`src/core/wfc_consts.svh`:
```
// wfc_consts.svh: offsets, field positions, reset values and step times
// assumes: included by the waveform config register block and its generator
`ifndef WFC_CONSTS_SVH
`define WFC_CONSTS_SVH

// ----------------------------------------------------------------
// direct register offsets
// ----------------------------------------------------------------
`define WFC_OFS_START     8'h24
`define WFC_OFS_IFACE     8'h26
`define WFC_OFS_SEQ       8'h27
`define WFC_OFS_PTR       8'h2b
`define WFC_OFS_WORD      8'h2c

// ----------------------------------------------------------------
// indirect locations behind the pointer/word window
// ----------------------------------------------------------------
`define WFC_LOC_SETUP     8'h20
`define WFC_LOC_UPPER     8'h21
`define WFC_LOC_LOWER     8'h22

// ----------------------------------------------------------------
// reset values and writable masks
// ----------------------------------------------------------------
`define WFC_RST_SETUP     16'h007a
`define WFC_RST_UPPER     16'hb900
`define WFC_RST_LOWER     16'h1900
`define WFC_RST_SEQ       16'h0003
`define WFC_RST_IFACE     16'h0000
`define WFC_RST_START     16'h0000
`define WFC_RST_PTR       8'h00
`define WFC_RST_WORD      16'h0000
`define WFC_MSK_IFACE     16'h1005
`define WFC_MSK_SEQ       16'h0007
`define WFC_MSK_START     16'h0001
`define WFC_PTR_STEP      8'h01

// ----------------------------------------------------------------
// field positions
// ----------------------------------------------------------------
`define WFC_IF_TIMEOUT    12
`define WFC_IF_QUICK      2
`define WFC_IF_DRIVE      0
`define WFC_SEQ_ABORT     2
`define WFC_SEQ_RUN       1
`define WFC_SEQ_ON        0
`define WFC_START_BIT     0
`define WFC_SHAPE_HI      10
`define WFC_SHAPE_LO      8
`define WFC_STEP_HI       6
`define WFC_STEP_LO       4
`define WFC_TS_HI         3
`define WFC_TS_LO         0
`define WFC_LIM_HI        15
`define WFC_LIM_LO        6

// ----------------------------------------------------------------
// waveform shape codes
// ----------------------------------------------------------------
`define WFC_SHAPE_TRI     3'h0
`define WFC_SHAPE_SAW     3'h1
`define WFC_SHAPE_INV     3'h2
`define WFC_SHAPE_OFF     3'h7

// ----------------------------------------------------------------
// step interval per time-step code, in ns, and clock period
// ----------------------------------------------------------------
`define WFC_CLK_NS        5
`define WFC_TS1_NS        4000
`define WFC_TS2_NS        8000
`define WFC_TS3_NS        12000
`define WFC_TS4_NS        18000
`define WFC_TS5_NS        27040
`define WFC_TS6_NS        40480
`define WFC_TS7_NS        60720
`define WFC_TS8_NS        91120
`define WFC_TS9_NS        136720
`define WFC_TS10_NS       205120
`define WFC_TS11_NS       418640
`define WFC_TS12_NS       575600
`define WFC_TS13_NS       732560
`define WFC_TS14_NS       2563920
`define WFC_TS15_NS       5127920

`endif

```
`src/core/wfc_pkg.sv`:
```
// wfc_pkg: types shared by the waveform config register block
// assumes: wfc_consts.svh holds every number
package wfc_pkg;

    // register request from the serial front end, same clock
    typedef struct packed {
        logic        wr;
        logic        rd;
        logic [7:0]  addr;
        logic [15:0] wdata;
    } wfc_req_t;

    // settings handed to the waveform generator
    typedef struct packed {
        logic        run;
        logic [2:0]  shape;
        logic [2:0]  step;
        logic [3:0]  ts;
        logic [9:0]  top;
        logic [9:0]  bottom;
    } wfc_gen_cfg_t;

    typedef enum logic [1:0] {
        WFC_IDLE,
        WFC_RISE,
        WFC_FALL
    } wfc_gen_state_t;

endpackage : wfc_pkg

```
`src/core/wfc_regs.sv`:
```
// wfc_regs: serial-port options, sequencer control and indirect window
//           into the internal word store holding the waveform settings
// assumes: the I2C/SPI front end decodes frames into wfc_req_t on clk_in
//
// Function
// - Quick data-out is enabled only while option bit 2 is set, clear after reset.
// - The serial data output is driven only while option bit 0 is set, clear after reset.
// - Sequencer control bit 2 aborts the sequencer while set and resets to zero.
// - Sequencer control bit 1 starts the sequencer, resets to one, and acts only with bit 0.
// - Sequencer control bit 0 enables the sequencer, so the register resets to 0003h.
// - The low eight bits of the pointer register select the next indirect word.
// - Each read or write of the word register advances the pointer by one.
// - A word write stores at the pointer and a word read returns the word there.
// - The shape field picks triangle, sawtooth, inverse sawtooth or off, resetting to 000.
// - The code-step field sets 1, 2, 3, 4, 6, 8, 16 or 32 LSB per step, resetting to 111.
// - The time-step field sets 4 us up to 5127.92 us per step, 0000 invalid, reset Ah.
// - The upper code limit sits in bits 15-6 of location 21h and resets to 2E4h.
// - The lower code limit sits in bits 15-6 of location 22h and resets to 064h.
// - The generator runs only while the start bit is set and stops when it clears.
`include "wfc_consts.svh"
`timescale 1ns/1ps
`default_nettype none

module wfc_regs
    import wfc_pkg::*;
#(
    parameter int                AW          = 8,
    parameter logic [15:0][20:0] STEP_CYCLES = {
        21'(`WFC_TS15_NS / `WFC_CLK_NS),
        21'(`WFC_TS14_NS / `WFC_CLK_NS),
        21'(`WFC_TS13_NS / `WFC_CLK_NS),
        21'(`WFC_TS12_NS / `WFC_CLK_NS),
        21'(`WFC_TS11_NS / `WFC_CLK_NS),
        21'(`WFC_TS10_NS / `WFC_CLK_NS),
        21'(`WFC_TS9_NS / `WFC_CLK_NS),
        21'(`WFC_TS8_NS / `WFC_CLK_NS),
        21'(`WFC_TS7_NS / `WFC_CLK_NS),
        21'(`WFC_TS6_NS / `WFC_CLK_NS),
        21'(`WFC_TS5_NS / `WFC_CLK_NS),
        21'(`WFC_TS4_NS / `WFC_CLK_NS),
        21'(`WFC_TS3_NS / `WFC_CLK_NS),
        21'(`WFC_TS2_NS / `WFC_CLK_NS),
        21'(`WFC_TS1_NS / `WFC_CLK_NS),
        21'h0
    }
) (
    input  wire logic     clk_in,
    input  wire logic     srst_in,
    input  wire wfc_req_t req_in,
    input  wire logic     sdo_data_in,
    input  wire logic     sdo_req_in,
    output logic [15:0]   rd_data_out,
    output logic          rd_valid_out,
    output logic          timeout_en_out,
    output logic          quick_dataout_on_out,
    output logic          sdo_out,
    output logic          sdo_oe_out,
    output logic          sequencer_on_out,
    output logic          sequencer_run_out,
    output logic          sequencer_abort_out,
    output logic [9:0]    dac_code_out,
    output logic          gen_active_out
);

    localparam int DEPTH = 1 << AW;

    // ----------------------------------------------------------------
    // storage
    // ----------------------------------------------------------------
    logic [15:0]   iface_r;
    logic [15:0]   seq_r;
    logic [15:0]   start_r;
    logic [AW-1:0] ptr_r;
    logic [15:0]   setup_r;
    logic [15:0]   upper_r;
    logic [15:0]   lower_r;
    logic [15:0]   mem_r [0:DEPTH-1];
    logic          seq_run_r;
    logic          sdo_r;
    logic          sdo_oe_r;

    // ----------------------------------------------------------------
    // address decode
    // ----------------------------------------------------------------
    logic          hit_iface;
    logic          hit_seq;
    logic          hit_start;
    logic          hit_ptr;
    logic          hit_word;
    logic          wr_iface;
    logic          wr_seq;
    logic          wr_start;
    logic          wr_ptr;
    logic          wr_word;
    logic          word_access;
    logic          loc_setup;
    logic          loc_upper;
    logic          loc_lower;
    logic          loc_plain;
    logic [15:0]   word_rd;
    logic [15:0]   rd_mux;
    logic [AW-1:0] ptr_nxt;

    assign hit_iface   = req_in.addr == `WFC_OFS_IFACE;
    assign hit_seq     = req_in.addr == `WFC_OFS_SEQ;
    assign hit_start   = req_in.addr == `WFC_OFS_START;
    assign hit_ptr     = req_in.addr == `WFC_OFS_PTR;
    assign hit_word    = req_in.addr == `WFC_OFS_WORD;
    assign wr_iface    = req_in.wr && hit_iface;
    assign wr_seq      = req_in.wr && hit_seq;
    assign wr_start    = req_in.wr && hit_start;
    assign wr_ptr      = req_in.wr && hit_ptr;
    assign wr_word     = req_in.wr && hit_word;
    assign word_access = (req_in.wr || req_in.rd) && hit_word;

    // indirect locations with reset values live in flops, the rest in the array
    assign loc_setup = ptr_r == AW'(`WFC_LOC_SETUP);
    assign loc_upper = ptr_r == AW'(`WFC_LOC_UPPER);
    assign loc_lower = ptr_r == AW'(`WFC_LOC_LOWER);
    assign loc_plain = !(loc_setup || loc_upper || loc_lower);

    assign word_rd = loc_setup ? setup_r :
                     loc_upper ? upper_r :
                     loc_lower ? lower_r :
                     mem_r[ptr_r];

    assign rd_mux = hit_iface ? iface_r :
                    hit_seq   ? seq_r :
                    hit_start ? start_r :
                    hit_ptr   ? {{(16 - AW){1'b0}}, ptr_r} :
                    hit_word  ? word_rd :
                    16'h0000;

    assign ptr_nxt = wr_ptr      ? req_in.wdata[AW-1:0] :
                     word_access ? ptr_r + AW'(`WFC_PTR_STEP) :
                     ptr_r;

    // ----------------------------------------------------------------
    // direct registers
    // ----------------------------------------------------------------
    always_ff @(posedge clk_in) begin
        if (srst_in) begin
            iface_r <= `WFC_RST_IFACE;
            seq_r   <= `WFC_RST_SEQ;
            start_r <= `WFC_RST_START;
            ptr_r   <= AW'(`WFC_RST_PTR);
        end else begin
            if (wr_iface) begin
                iface_r <= req_in.wdata & `WFC_MSK_IFACE;
            end
            if (wr_seq) begin
                seq_r <= req_in.wdata & `WFC_MSK_SEQ;
            end
            if (wr_start) begin
                start_r <= req_in.wdata & `WFC_MSK_START;
            end
            ptr_r <= ptr_nxt;
        end
    end

    // ----------------------------------------------------------------
    // indirect words
    // ----------------------------------------------------------------
    always_ff @(posedge clk_in) begin
        if (srst_in) begin
            setup_r <= `WFC_RST_SETUP;
            upper_r <= `WFC_RST_UPPER;
            lower_r <= `WFC_RST_LOWER;
        end else if (wr_word) begin
            if (loc_setup) begin
                setup_r <= req_in.wdata;
            end
            if (loc_upper) begin
                upper_r <= req_in.wdata;
            end
            if (loc_lower) begin
                lower_r <= req_in.wdata;
            end
        end
    end

    // plain store: no reset, contents undefined until written
    always_ff @(posedge clk_in) begin
        if (wr_word && loc_plain) begin
            mem_r[ptr_r] <= req_in.wdata;
        end
    end

    // ----------------------------------------------------------------
    // read answer, one cycle after the request
    // ----------------------------------------------------------------
    always_ff @(posedge clk_in) begin
        if (srst_in) begin
            rd_data_out  <= `WFC_RST_WORD;
            rd_valid_out <= 1'b0;
        end else begin
            rd_valid_out <= req_in.rd;
            if (req_in.rd) begin
                rd_data_out <= rd_mux;
            end
        end
    end

    // ----------------------------------------------------------------
    // serial port options and sequencer state
    // ----------------------------------------------------------------
    assign timeout_en_out       = iface_r[`WFC_IF_TIMEOUT];
    assign quick_dataout_on_out = iface_r[`WFC_IF_QUICK];
    assign sequencer_on_out     = seq_r[`WFC_SEQ_ON];
    assign sequencer_abort_out  = seq_r[`WFC_SEQ_ABORT];
    assign sequencer_run_out    = seq_run_r;
    assign sdo_out              = sdo_r;
    assign sdo_oe_out           = sdo_oe_r;

    always_ff @(posedge clk_in) begin
        if (srst_in) begin
            seq_run_r <= 1'b0;
            sdo_r     <= 1'b0;
            sdo_oe_r  <= 1'b0;
        end else begin
            seq_run_r <= seq_r[`WFC_SEQ_RUN] && seq_r[`WFC_SEQ_ON];
            sdo_r     <= sdo_data_in && iface_r[`WFC_IF_DRIVE];
            sdo_oe_r  <= sdo_req_in && iface_r[`WFC_IF_DRIVE];
        end
    end

    // ----------------------------------------------------------------
    // waveform generator
    // ----------------------------------------------------------------
    wfc_gen_cfg_t gen_cfg;
    logic         shape_ok;

    assign shape_ok = setup_r[`WFC_SHAPE_HI:`WFC_SHAPE_LO] == `WFC_SHAPE_TRI ||
                      setup_r[`WFC_SHAPE_HI:`WFC_SHAPE_LO] == `WFC_SHAPE_SAW ||
                      setup_r[`WFC_SHAPE_HI:`WFC_SHAPE_LO] == `WFC_SHAPE_INV;

    assign gen_cfg.run    = start_r[`WFC_START_BIT] && shape_ok;
    assign gen_cfg.shape  = setup_r[`WFC_SHAPE_HI:`WFC_SHAPE_LO];
    assign gen_cfg.step   = setup_r[`WFC_STEP_HI:`WFC_STEP_LO];
    assign gen_cfg.ts     = setup_r[`WFC_TS_HI:`WFC_TS_LO];
    assign gen_cfg.top    = upper_r[`WFC_LIM_HI:`WFC_LIM_LO];
    assign gen_cfg.bottom = lower_r[`WFC_LIM_HI:`WFC_LIM_LO];

    wfc_wave_gen #(
        .STEP_CYCLES (STEP_CYCLES)
    ) u_gen (
        .clk_in     (clk_in),
        .srst_in    (srst_in),
        .cfg_in     (gen_cfg),
        .code_out   (dac_code_out),
        .active_out (gen_active_out)
    );

endmodule : wfc_regs

`default_nettype wire

```
`src/core/wfc_wave_gen.sv`:
```
// wfc_wave_gen: stepping DAC code generator, triangle and sawtooth shapes
// assumes: cfg_in from registers on the same clock
`include "wfc_consts.svh"
`timescale 1ns/1ps
`default_nettype none

module wfc_wave_gen
    import wfc_pkg::*;
#(
    parameter logic [15:0][20:0] STEP_CYCLES = '0
) (
    input  wire logic         clk_in,
    input  wire logic         srst_in,
    input  wire wfc_gen_cfg_t cfg_in,
    output logic [9:0]        code_out,
    output logic              active_out
);

    wfc_gen_state_t state_r;
    wfc_gen_state_t state_nxt;
    logic [9:0]     code_nxt;
    logic [20:0]    timer_r;
    logic [9:0]     step_amt;
    logic [20:0]    period;
    logic           tick;
    logic [10:0]    up_sum;
    logic           up_hit;
    logic           dn_hit;
    logic           wrap;

    // ----------------------------------------------------------------
    // step size and interval decode
    // ----------------------------------------------------------------
    assign step_amt = (cfg_in.step == 3'h4) ? 10'h006 :
                      (cfg_in.step == 3'h5) ? 10'h008 :
                      (cfg_in.step == 3'h6) ? 10'h010 :
                      (cfg_in.step == 3'h7) ? 10'h020 :
                      10'({cfg_in.step[1:0]} + 3'h1);
    assign period   = STEP_CYCLES[cfg_in.ts];
    assign tick     = (state_r != WFC_IDLE) && (period != 21'h0) &&
                      (timer_r >= period - 21'h1);
    assign up_sum   = {1'b0, code_out} + {1'b0, step_amt};
    assign up_hit   = up_sum >= {1'b0, cfg_in.top};
    // landing exactly on the lower limit turns at once, mirroring the upper limit
    assign dn_hit   = {1'b0, code_out} <= ({1'b0, cfg_in.bottom} + {1'b0, step_amt});
    assign wrap     = cfg_in.shape != `WFC_SHAPE_TRI;

    // ----------------------------------------------------------------
    // shape state machine
    // ----------------------------------------------------------------
    always_comb begin
        state_nxt = state_r;
        code_nxt  = code_out;
        case (state_r)
            WFC_IDLE: begin
                if (cfg_in.run) begin
                    if (cfg_in.shape == `WFC_SHAPE_INV) begin
                        state_nxt = WFC_FALL;
                        code_nxt  = cfg_in.top;
                    end else begin
                        state_nxt = WFC_RISE;
                        code_nxt  = cfg_in.bottom;
                    end
                end
            end
            WFC_RISE: begin
                if (tick) begin
                    if (!up_hit) begin
                        code_nxt = up_sum[9:0];
                    end else if (wrap) begin
                        code_nxt = cfg_in.bottom;
                    end else begin
                        code_nxt  = cfg_in.top;
                        state_nxt = WFC_FALL;
                    end
                end
            end
            WFC_FALL: begin
                if (tick) begin
                    if (!dn_hit) begin
                        code_nxt = code_out - step_amt;
                    end else if (wrap) begin
                        code_nxt = cfg_in.top;
                    end else begin
                        code_nxt  = cfg_in.bottom;
                        state_nxt = WFC_RISE;
                    end
                end
            end
            default: begin
                state_nxt = WFC_IDLE;
            end
        endcase
        if (!cfg_in.run) begin
            state_nxt = WFC_IDLE;
        end
    end

    always_ff @(posedge clk_in) begin
        if (srst_in) begin
            state_r    <= WFC_IDLE;
            code_out   <= 10'h000;
            timer_r    <= 21'h0;
            active_out <= 1'b0;
        end else begin
            state_r    <= state_nxt;
            code_out   <= code_nxt;
            timer_r    <= (tick || state_r == WFC_IDLE) ? 21'h0 : timer_r + 21'h1;
            active_out <= state_nxt != WFC_IDLE;
        end
    end

endmodule : wfc_wave_gen

`default_nettype wire

```
`config.mk`:
```
export PLATFORM = sky130hd
export DESIGN_NAME = wfc_regs
export DESIGN_NICKNAME = d
export VERILOG_FILES = /design/src/core/wfc_pkg.sv /design/src/core/wfc_regs.sv /design/src/core/wfc_wave_gen.sv
export VERILOG_INCLUDE_DIRS = /design/src /design/src/core
export SDC_FILE = /design/constraint.sdc
export NUM_CORES = 2
export LEC_CHECK = 0
export BUFFER_PORTS_ARGS = -buffer_cell sky130_fd_sc_hd__buf_2
export CAP_MARGIN = 15
export CORE_AREA = 2 2 631 633
export CTS_CLUSTER_DIAMETER = 100
export DETAILED_ROUTE_END_ITERATION = 16
export DIE_AREA = 0 0 633 635
export MAX_ROUTING_LAYER = met4
export PLACE_DENSITY = 0.63
export SYNTH_ARGS = -nofsm -noshare
export SYNTH_HDL_FRONTEND = slang
export SYNTH_SLANG_ARGS = --single-unit
```
`constraint.sdc`:
```
create_clock -name clk_in -period 10.6 [get_ports clk_in]
set_input_delay 1.59 -clock clk_in [delete_from_list [all_inputs] [get_ports clk_in]]
set_output_delay 1.59 -clock clk_in [all_outputs]
set_load 0.01 [all_outputs]
```
## After elaboration in Yosys (flattened, before gate mapping)

Memory sizes are Yosys's and may differ from the RTL's. A register that Yosys moved wholly into a read port is not among the register bits.
Cells that the tools add are included.

- Flip-flop bits (word level): 117
- Bits in writable memories: 4096
- Bits in read-only memories: 336
- Output and inout port bits: 35
- Logic and storage cells: 120
- Memories kept: 2

- $add $sub $neg: 7
- $lt $le $gt $ge: 4
- Equality and inequality tests: 19
- Muxes and demuxes: 39
- Reductions and logical operators: 33

Memory list:

| name | words | bits a word | rd ports | clocked after memory_dff | write ports | line | RTL |
|---|---|---|---|---|---|---|---|
| mem_r | 256 | 16 | 1 | 1 | 1 | wfc_regs.sv:77 | `logic [15:0] mem_r [0:DEPTH-1];` |
| (no name shown) | 16 | 21 | 1 | 1 | 0 | wfc_wave_gen.sv:39 | `assign period = STEP_CYCLES[cfg_in.ts];` |

Operator list:

| operator | count |
|---|---|
| two-way mux 16 bit | 8 |
| two-way mux 10 bit | 12 |
| == test 8 x 6 -> 1 bit (second input constant) | 8 |
| two-way mux 8 bit | 4 |
| case mux 10 bit (3 select lines) | 1 |
| adder 10 x 10 -> 11 bit | 2 |
| adder 21 x 1 -> 21 bit (second input constant) | 1 |
| >= comparator 21 bit | 1 |
| two-way mux 21 bit | 1 |
| nonzero test 21 bit | 1 |
| subtractor 21 x 1 -> 21 bit (second input constant) | 1 |
| two-way mux 2 bit | 8 |
| logical AND 1 bit | 13 |
| == test 3 bit (second input constant) | 4 |
| >= comparator 11 x 10 -> 1 bit | 1 |
| less-or-equal comparator 10 x 11 -> 1 bit | 1 |
| subtractor 10 bit | 1 |
| adder 8 x 1 -> 8 bit (second input constant) | 1 |
| two-way mux 4 bit | 2 |
| logical OR 1 bit | 6 |
| != test 2 x 1 -> 1 bit (second input constant) | 3 |
| case mux 2 bit (3 select lines) | 1 |
| AND reduction 2 bit | 3 |
| nonzero test 2 bit | 3 |
| other kinds (13) | 15 |

## Depth between registers and ports, before layout

- Depth in word-level cells: 12
- Mapped depth: 23

## Modules after synthesis

A second synthesis with hierarchy kept.

- Cells, all modules: 7999
- Area, all modules: 166069.3 sq um

By module, submodules not included:

| module | times used | cells an instance | area an instance (sq um) |
|---|---|---|---|
| wfc_regs | 1 | 7416 | 161418.6 |
| wfc_wave_gen | 1 | 583 | 4650.7 |

## Least setup slack after synthesis

OpenSTA, ideal clock, no wires.

- Kind: register -> register
- From: register setup_r[4]
- To: register u_gen.code_out[8]
- Setup time: 127 ps
- Arrival: 4541 ps
- Data required time: 10473 ps
- Setup slack: 5932 ps
- Stages on the path, launching flop included: 21
- Cell sequence: dfxtp_1 > inv_1 > ha_1 > nor2b_1 > nand3b_1 > ha_1 > clkbuf_1 > nor3b_1 > a2111oi_0 > nor2_1 > o21ai_0 > xnor2_1 > ha_1 > a2111oi_0 > o21ai_0 > a221o_1 > a31oi_1 > buf_2 > mux2_2 > a22oi_1 > o211ai_1

- Cells in the longest elaborated chain, start to end: 10

Ends and longest elaborated chain:

| what | line | RTL |
|---|---|---|
| from (decl) | wfc_regs.sv:74 | `logic [15:0] setup_r;` |
| from (signal assigned) | wfc_regs.sv:166 | `` setup_r <= `WFC_RST_SETUP; `` |
| from (signal assigned) | wfc_regs.sv:171 | `setup_r <= req_in.wdata;` |
| adder 2 x 1 -> 3 bit / == test 3 bit (equally long branches) | wfc_wave_gen.sv:38, wfc_wave_gen.sv:37 |  |
| two-way mux 10 bit | wfc_wave_gen.sv:37 | `(cfg_in.step == 3'h7) ? 10'h020 :` |
| two-way mux 10 bit | wfc_wave_gen.sv:36 | `(cfg_in.step == 3'h6) ? 10'h010 :` |
| two-way mux 10 bit | wfc_wave_gen.sv:35 | `(cfg_in.step == 3'h5) ? 10'h008 :` |
| two-way mux 10 bit (*) | wfc_wave_gen.sv:34 | `assign step_amt = (cfg_in.step == 3'h4) ? 10'h006 :` |
| adder 10 x 10 -> 11 bit, on equally long branches | wfc_wave_gen.sv:45, wfc_wave_gen.sv:42 |  |
| less-or-equal comparator 10 x 11 -> 1 bit / >= comparator 11 x 10 -> 1 bit (equally long branches) | wfc_wave_gen.sv:45, wfc_wave_gen.sv:43 |  |
| two-way mux 10 bit, on equally long branches | wfc_wave_gen.sv:80, wfc_wave_gen.sv:68 |  |
| two-way mux 10 bit, on equally long branches | wfc_wave_gen.sv:79, wfc_wave_gen.sv:67 |  |
| case mux 10 bit (3 select lines) (*) | wfc_wave_gen.sv:54 | `case (state_r)` |
| to (signal assigned) | wfc_wave_gen.sv:107 | `code_out <= code_nxt;` |
| to (decl) | wfc_wave_gen.sv:15 | `output logic [9:0] code_out,` |

Every way passes the cells marked *; elsewhere a longest branch is shown, timed or not. The select of a mux whose other input is x is not followed.
A chain may end at the register's enable or synchronous reset.

## Worst setup path after layout

- From: register setup_r[4]
- To: register u_gen.active_out

- Cells in the longest elaborated chain, start to end: 12

Ends and longest elaborated chain:

| what | line | RTL |
|---|---|---|
| adder 2 x 1 -> 3 bit / == test 3 bit (equally long branches) | wfc_wave_gen.sv:38, wfc_wave_gen.sv:37 |  |
| two-way mux 10 bit | wfc_wave_gen.sv:37 |  |
| two-way mux 10 bit | wfc_wave_gen.sv:36 |  |
| two-way mux 10 bit | wfc_wave_gen.sv:35 |  |
| two-way mux 10 bit (*) | wfc_wave_gen.sv:34 |  |
| adder 10 x 10 -> 11 bit, on equally long branches | wfc_wave_gen.sv:45, wfc_wave_gen.sv:42 |  |
| less-or-equal comparator 10 x 11 -> 1 bit / >= comparator 11 x 10 -> 1 bit (equally long branches) | wfc_wave_gen.sv:45, wfc_wave_gen.sv:43 |  |
| two-way mux 2 bit, on equally long branches | wfc_wave_gen.sv:80, wfc_wave_gen.sv:68 |  |
| two-way mux 2 bit, on equally long branches | wfc_wave_gen.sv:79, wfc_wave_gen.sv:67 |  |
| case mux 2 bit (3 select lines) (*) | wfc_wave_gen.sv:54 |  |
| two-way mux 2 bit (*) | wfc_wave_gen.sv:94 | `if (!cfg_in.run) begin` |
| nonzero test 2 bit (*) | wfc_wave_gen.sv:109 | `active_out <= state_nxt != WFC_IDLE;` |
| to (signal assigned) | wfc_wave_gen.sv:104 | `active_out <= 1'b0;` |
| to (signal assigned) | wfc_wave_gen.sv:109 |  |
| to (decl) | wfc_wave_gen.sv:16 | `output logic active_out` |

Every way passes the cells marked *; elsewhere a longest branch is shown, timed or not.

==> summary.txt <==
first-pass GRT wire length -> 669000 um
Post-Synth Simple-Gate Area -> 2.67%
XOR/XNOR Fraction of Synth Area -> 0.307%
RSZ-0062 raised after global routing -> no
Main synth FF type -> edfxtp_1
largest net degree at the start of global routing -> 181
Post-Route WL -> 481000 um
number of port buffers -> 64
Post-DP HPWL -> 297000 um
RePlAce Congestion -> 1.01
Area Overhead vs Synth -> 13.2%
Num Clock Sinks -> 4237
Max stage delay on crit path -> 850 ps
largest area contributor in the netlist -> edfxtp_1
Post-Syn Area -> 166000 um^2
worst path required time -> 11400 ps
Top Ports -> 65
mean area per synthesized cell -> 20.6 um^2
busiest grt layer -> met2
Slew Viols, Final -> 0
met1 Track Usage GR -> 31.7%
Clk Latency, worst-skew pair -> 990 ps
Tmin final -> 6110 ps
clk slew on worst S/H paths -> 60 ps
Fin. Hold Viols -> 0
initial core utilization -> 41.9%
Min-Delay Path Class -> reg2reg
Fin Setup TNS -> 0 ps
fraction of layout cells with a size suffix above 1 -> 24.0%
Row Count -> 231
CP Cell Sequence -> inv_1 > ha_1 > nor2b_1 > nand3b_1 > ha_1 > nor3b_1 > a2111oi_0 > nor2_1 > o21ai_0 > xnor2_1 > ha_1 > a2111oi_0 > o21ai_0 > a221o_1 > a31oi_1 > buf_4 > and3b_1 > o211ai_1 > or3b_1
Synth Area in Adders -> 0.618%
max_cap viols -> 0
Pre-antenna DRT Iters -> 6
Worst-Margin Slew -> 1360 ps
final net count -> 8602
Post-synth EDFFs -> 4096
f_max -> 164 MHz
clock root cell -> clkbuf_16
pwr/cell area -> 179 nW/um^2
Top cell by count, worst path -> ha_1
Bufs on Longest Clock Path -> 4
Area contributors post-synth -> edfxtp_1 (74%), mux4_2 (13%), dfxtp_1 (1.7%)
post-CTS resize count -> 0
WL/cell -> 34.0 um
maximum VDD drop -> 0.000142 V
final hold slack -> 453 ps
Clock Skews -> 79.1 ps
crit path launch type -> flop
met2 usage -> 36.8%
vias in the first global route -> 84800
mux contribution to synthesized area -> 14.7%
vias per cell -> 6.10
Synth top area share -> 74.3%
largest family of logic cells by synthesized area -> multiplexers
Synth Area in Compound Gates -> 4.14%
Die Height -> 635 um
Pleak -> 0.0569 uW
Yosys Warn Count -> 0
routed vias -> 86200
Remaining Overflow, GRT -> 0
DR iter-0 viols -> 12500
Netlist cell types -> 84
CP Class -> reg2reg
CP arrival -> 6910 ps
Syn Inst Count -> 8054
met3 Use GR -> 5.59%
ANT nets after route -> 0
DRC Markers -> 0
die width -> 633 um
Die ar. -> 402000 um^2
Worst Path Max Fanout -> 8
Async SR Flop Fraction -> 0%
Tcrit/Tclk final -> 57.6%
initial antenna violation count -> 29
Total GRT Usage -> 24.2%
Core Box Area -> 395000 um^2
htree depth -> 5
CP max stage cell -> a2111oi_0
outcome -> finished, final reports clean
Worst slew margin -> 9.54%
Post-CTS Setup Inserts -> 0
Hold-fix buffers, CTS -> 0
#FFs+latches synth -> 4237
commonest non-fill, non-tap cell in the layout -> edfxtp_1
CTS buffer count -> 428
sequential area share after synthesis -> 76.0%
most frequent cells in the layout -> edfxtp_1 (4096), mux4_2 (950), clkbuf_16 (435)
TritonCTS clock tree -> done
CP endpoint kind -> flop
final setup vio count -> 0
## logic make-up after synthesis
kind of cell               count (synthesis)
AOI/OAI and AO/OA                        930
and+or+nand+nor                          981
adders and majority gates                 80
other                                      1
buffers and inverters                    534
DFF                                     4237
muxes                                   1233
xor gates and xnor gates                  58
## synth_stat cells (9+ instances only)
cell	n
dfxtp_1	141
a211oi_1	30
ha_1	77
buf_6	23
nand2_1	254
buf_1	29
a2bb2oi_1	9
mux4_2	950
a31oi_1	27
nor2b_1	37
o21a_1	13
a32oi_1	14
a2111o_1	11
clkbuf_1	200
a221oi_1	135
o221ai_1	30
nand3_1	79
a2111oi_0	17
or3_1	9
a211o_1	10
a21oi_1	120
nand4_1	22
mux2_2	23
o211ai_1	36
a22o_1	96
xnor2_1	30
edfxtp_1	4096
o22ai_1	91
nand3b_1	20
inv_1	54
nor2_1	411
buf_4	91
o21ai_0	82
nor3_1	45
and3_1	12
mux2i_1	260
a22oi_1	151
nand2b_1	22
xor2_1	28
buf_2	135
nor3b_1	10
nor4_1	17
## layer usage
metal | vias up | share of wire (%) | routed length, um
li1 | 34600 | - | -
met3 | 939 | 10 | 50200
met1 | 45700 | 38 | 183000
met4 | 0 | 4.7 | 22500
met5 | - | 0 | 0
met2 | 4995 | 47 | 225000
## area by class of cell
type	count	area (um^2)
Fill cell	32200	207000
Sequential cell	4237	126000
Multi-Input combinational cell	3330	37500
Clock buffer	543	11400
Tap cell	5242	6560
Timing Repair Buffer	440	3620
Clock inverter	245	2270
Inverter	55	206
Antenna cell	28	70.1
## path summary, 6_finish.rpt
path	to	slack [ps]	startpoint	cells past startpoint
worst min register to register	upper_r[5]	450	upper_r[5]	2
worst min-delay path	upper_r[5]	450	upper_r[5]	2
worst max register to register	u_gen.active_out	4490	setup_r[4]	19
worst max-delay path	u_gen.active_out	4490	setup_r[4]	19
## critical path, delay by kind of cell, from the launching register on
| family | cells | cell delay, ps |
|---|---|---|
| flops | 1 | 440 |
| buf+inv | 2 | 440 |
| fa+ha+maj | 3 | 970 |
| compound gates | 7 | 2800 |
| simple gates | 6 | 1150 |
| xor+xnor | 1 | 130 |
## registers in the layout, summed over array words and instances (netlist names), named ones only
name / count
iface_r: 3
lower_r: 16
mem_r: 4096
ptr_r: 8
rd_data_out: 16
rd_valid_out: 1
sdo_oe_out: 1
sdo_out: 1
seq_r: 3
sequencer_run_out: 1
setup_r: 16
start_r: 1
u_gen.active_out: 1
u_gen.code_out: 10
u_gen.period: 16
u_gen.state_r: 2
u_gen.timer_r: 21
upper_r: 16
## stage by stage
step / utilization [%] / total power [uW] / std cells / area (um^2) / setup slack [ps]
4_1_cts: 47.4 / 33700 / 14100 / 187000 / 4380
5_1_grt: 47.5 / 34400 / 14100 / 187000 / 4120
3_5_place_dp: 44.0 / 19200 / 13300 / 174000 / 4380
2_1_floorplan: - / 18800 / 8101 / 166000 / 5930
6_report: 47.5 / 33600 / 14100 / 187000 / 4490
3_3_place_gp: 44.0 / 19200 / 13300 / 174000 / 4000
## power by group
group | total (uW) | switching [uW] | internal [uW]
logic | 466 | 401 | 65.3
clock network | 14700 | 6380 | 8350
registers | 18400 | 5.10 | 18400
total | 33600 | 6790 | 26800
No activity file was read; power rests on OpenSTA's default activity.
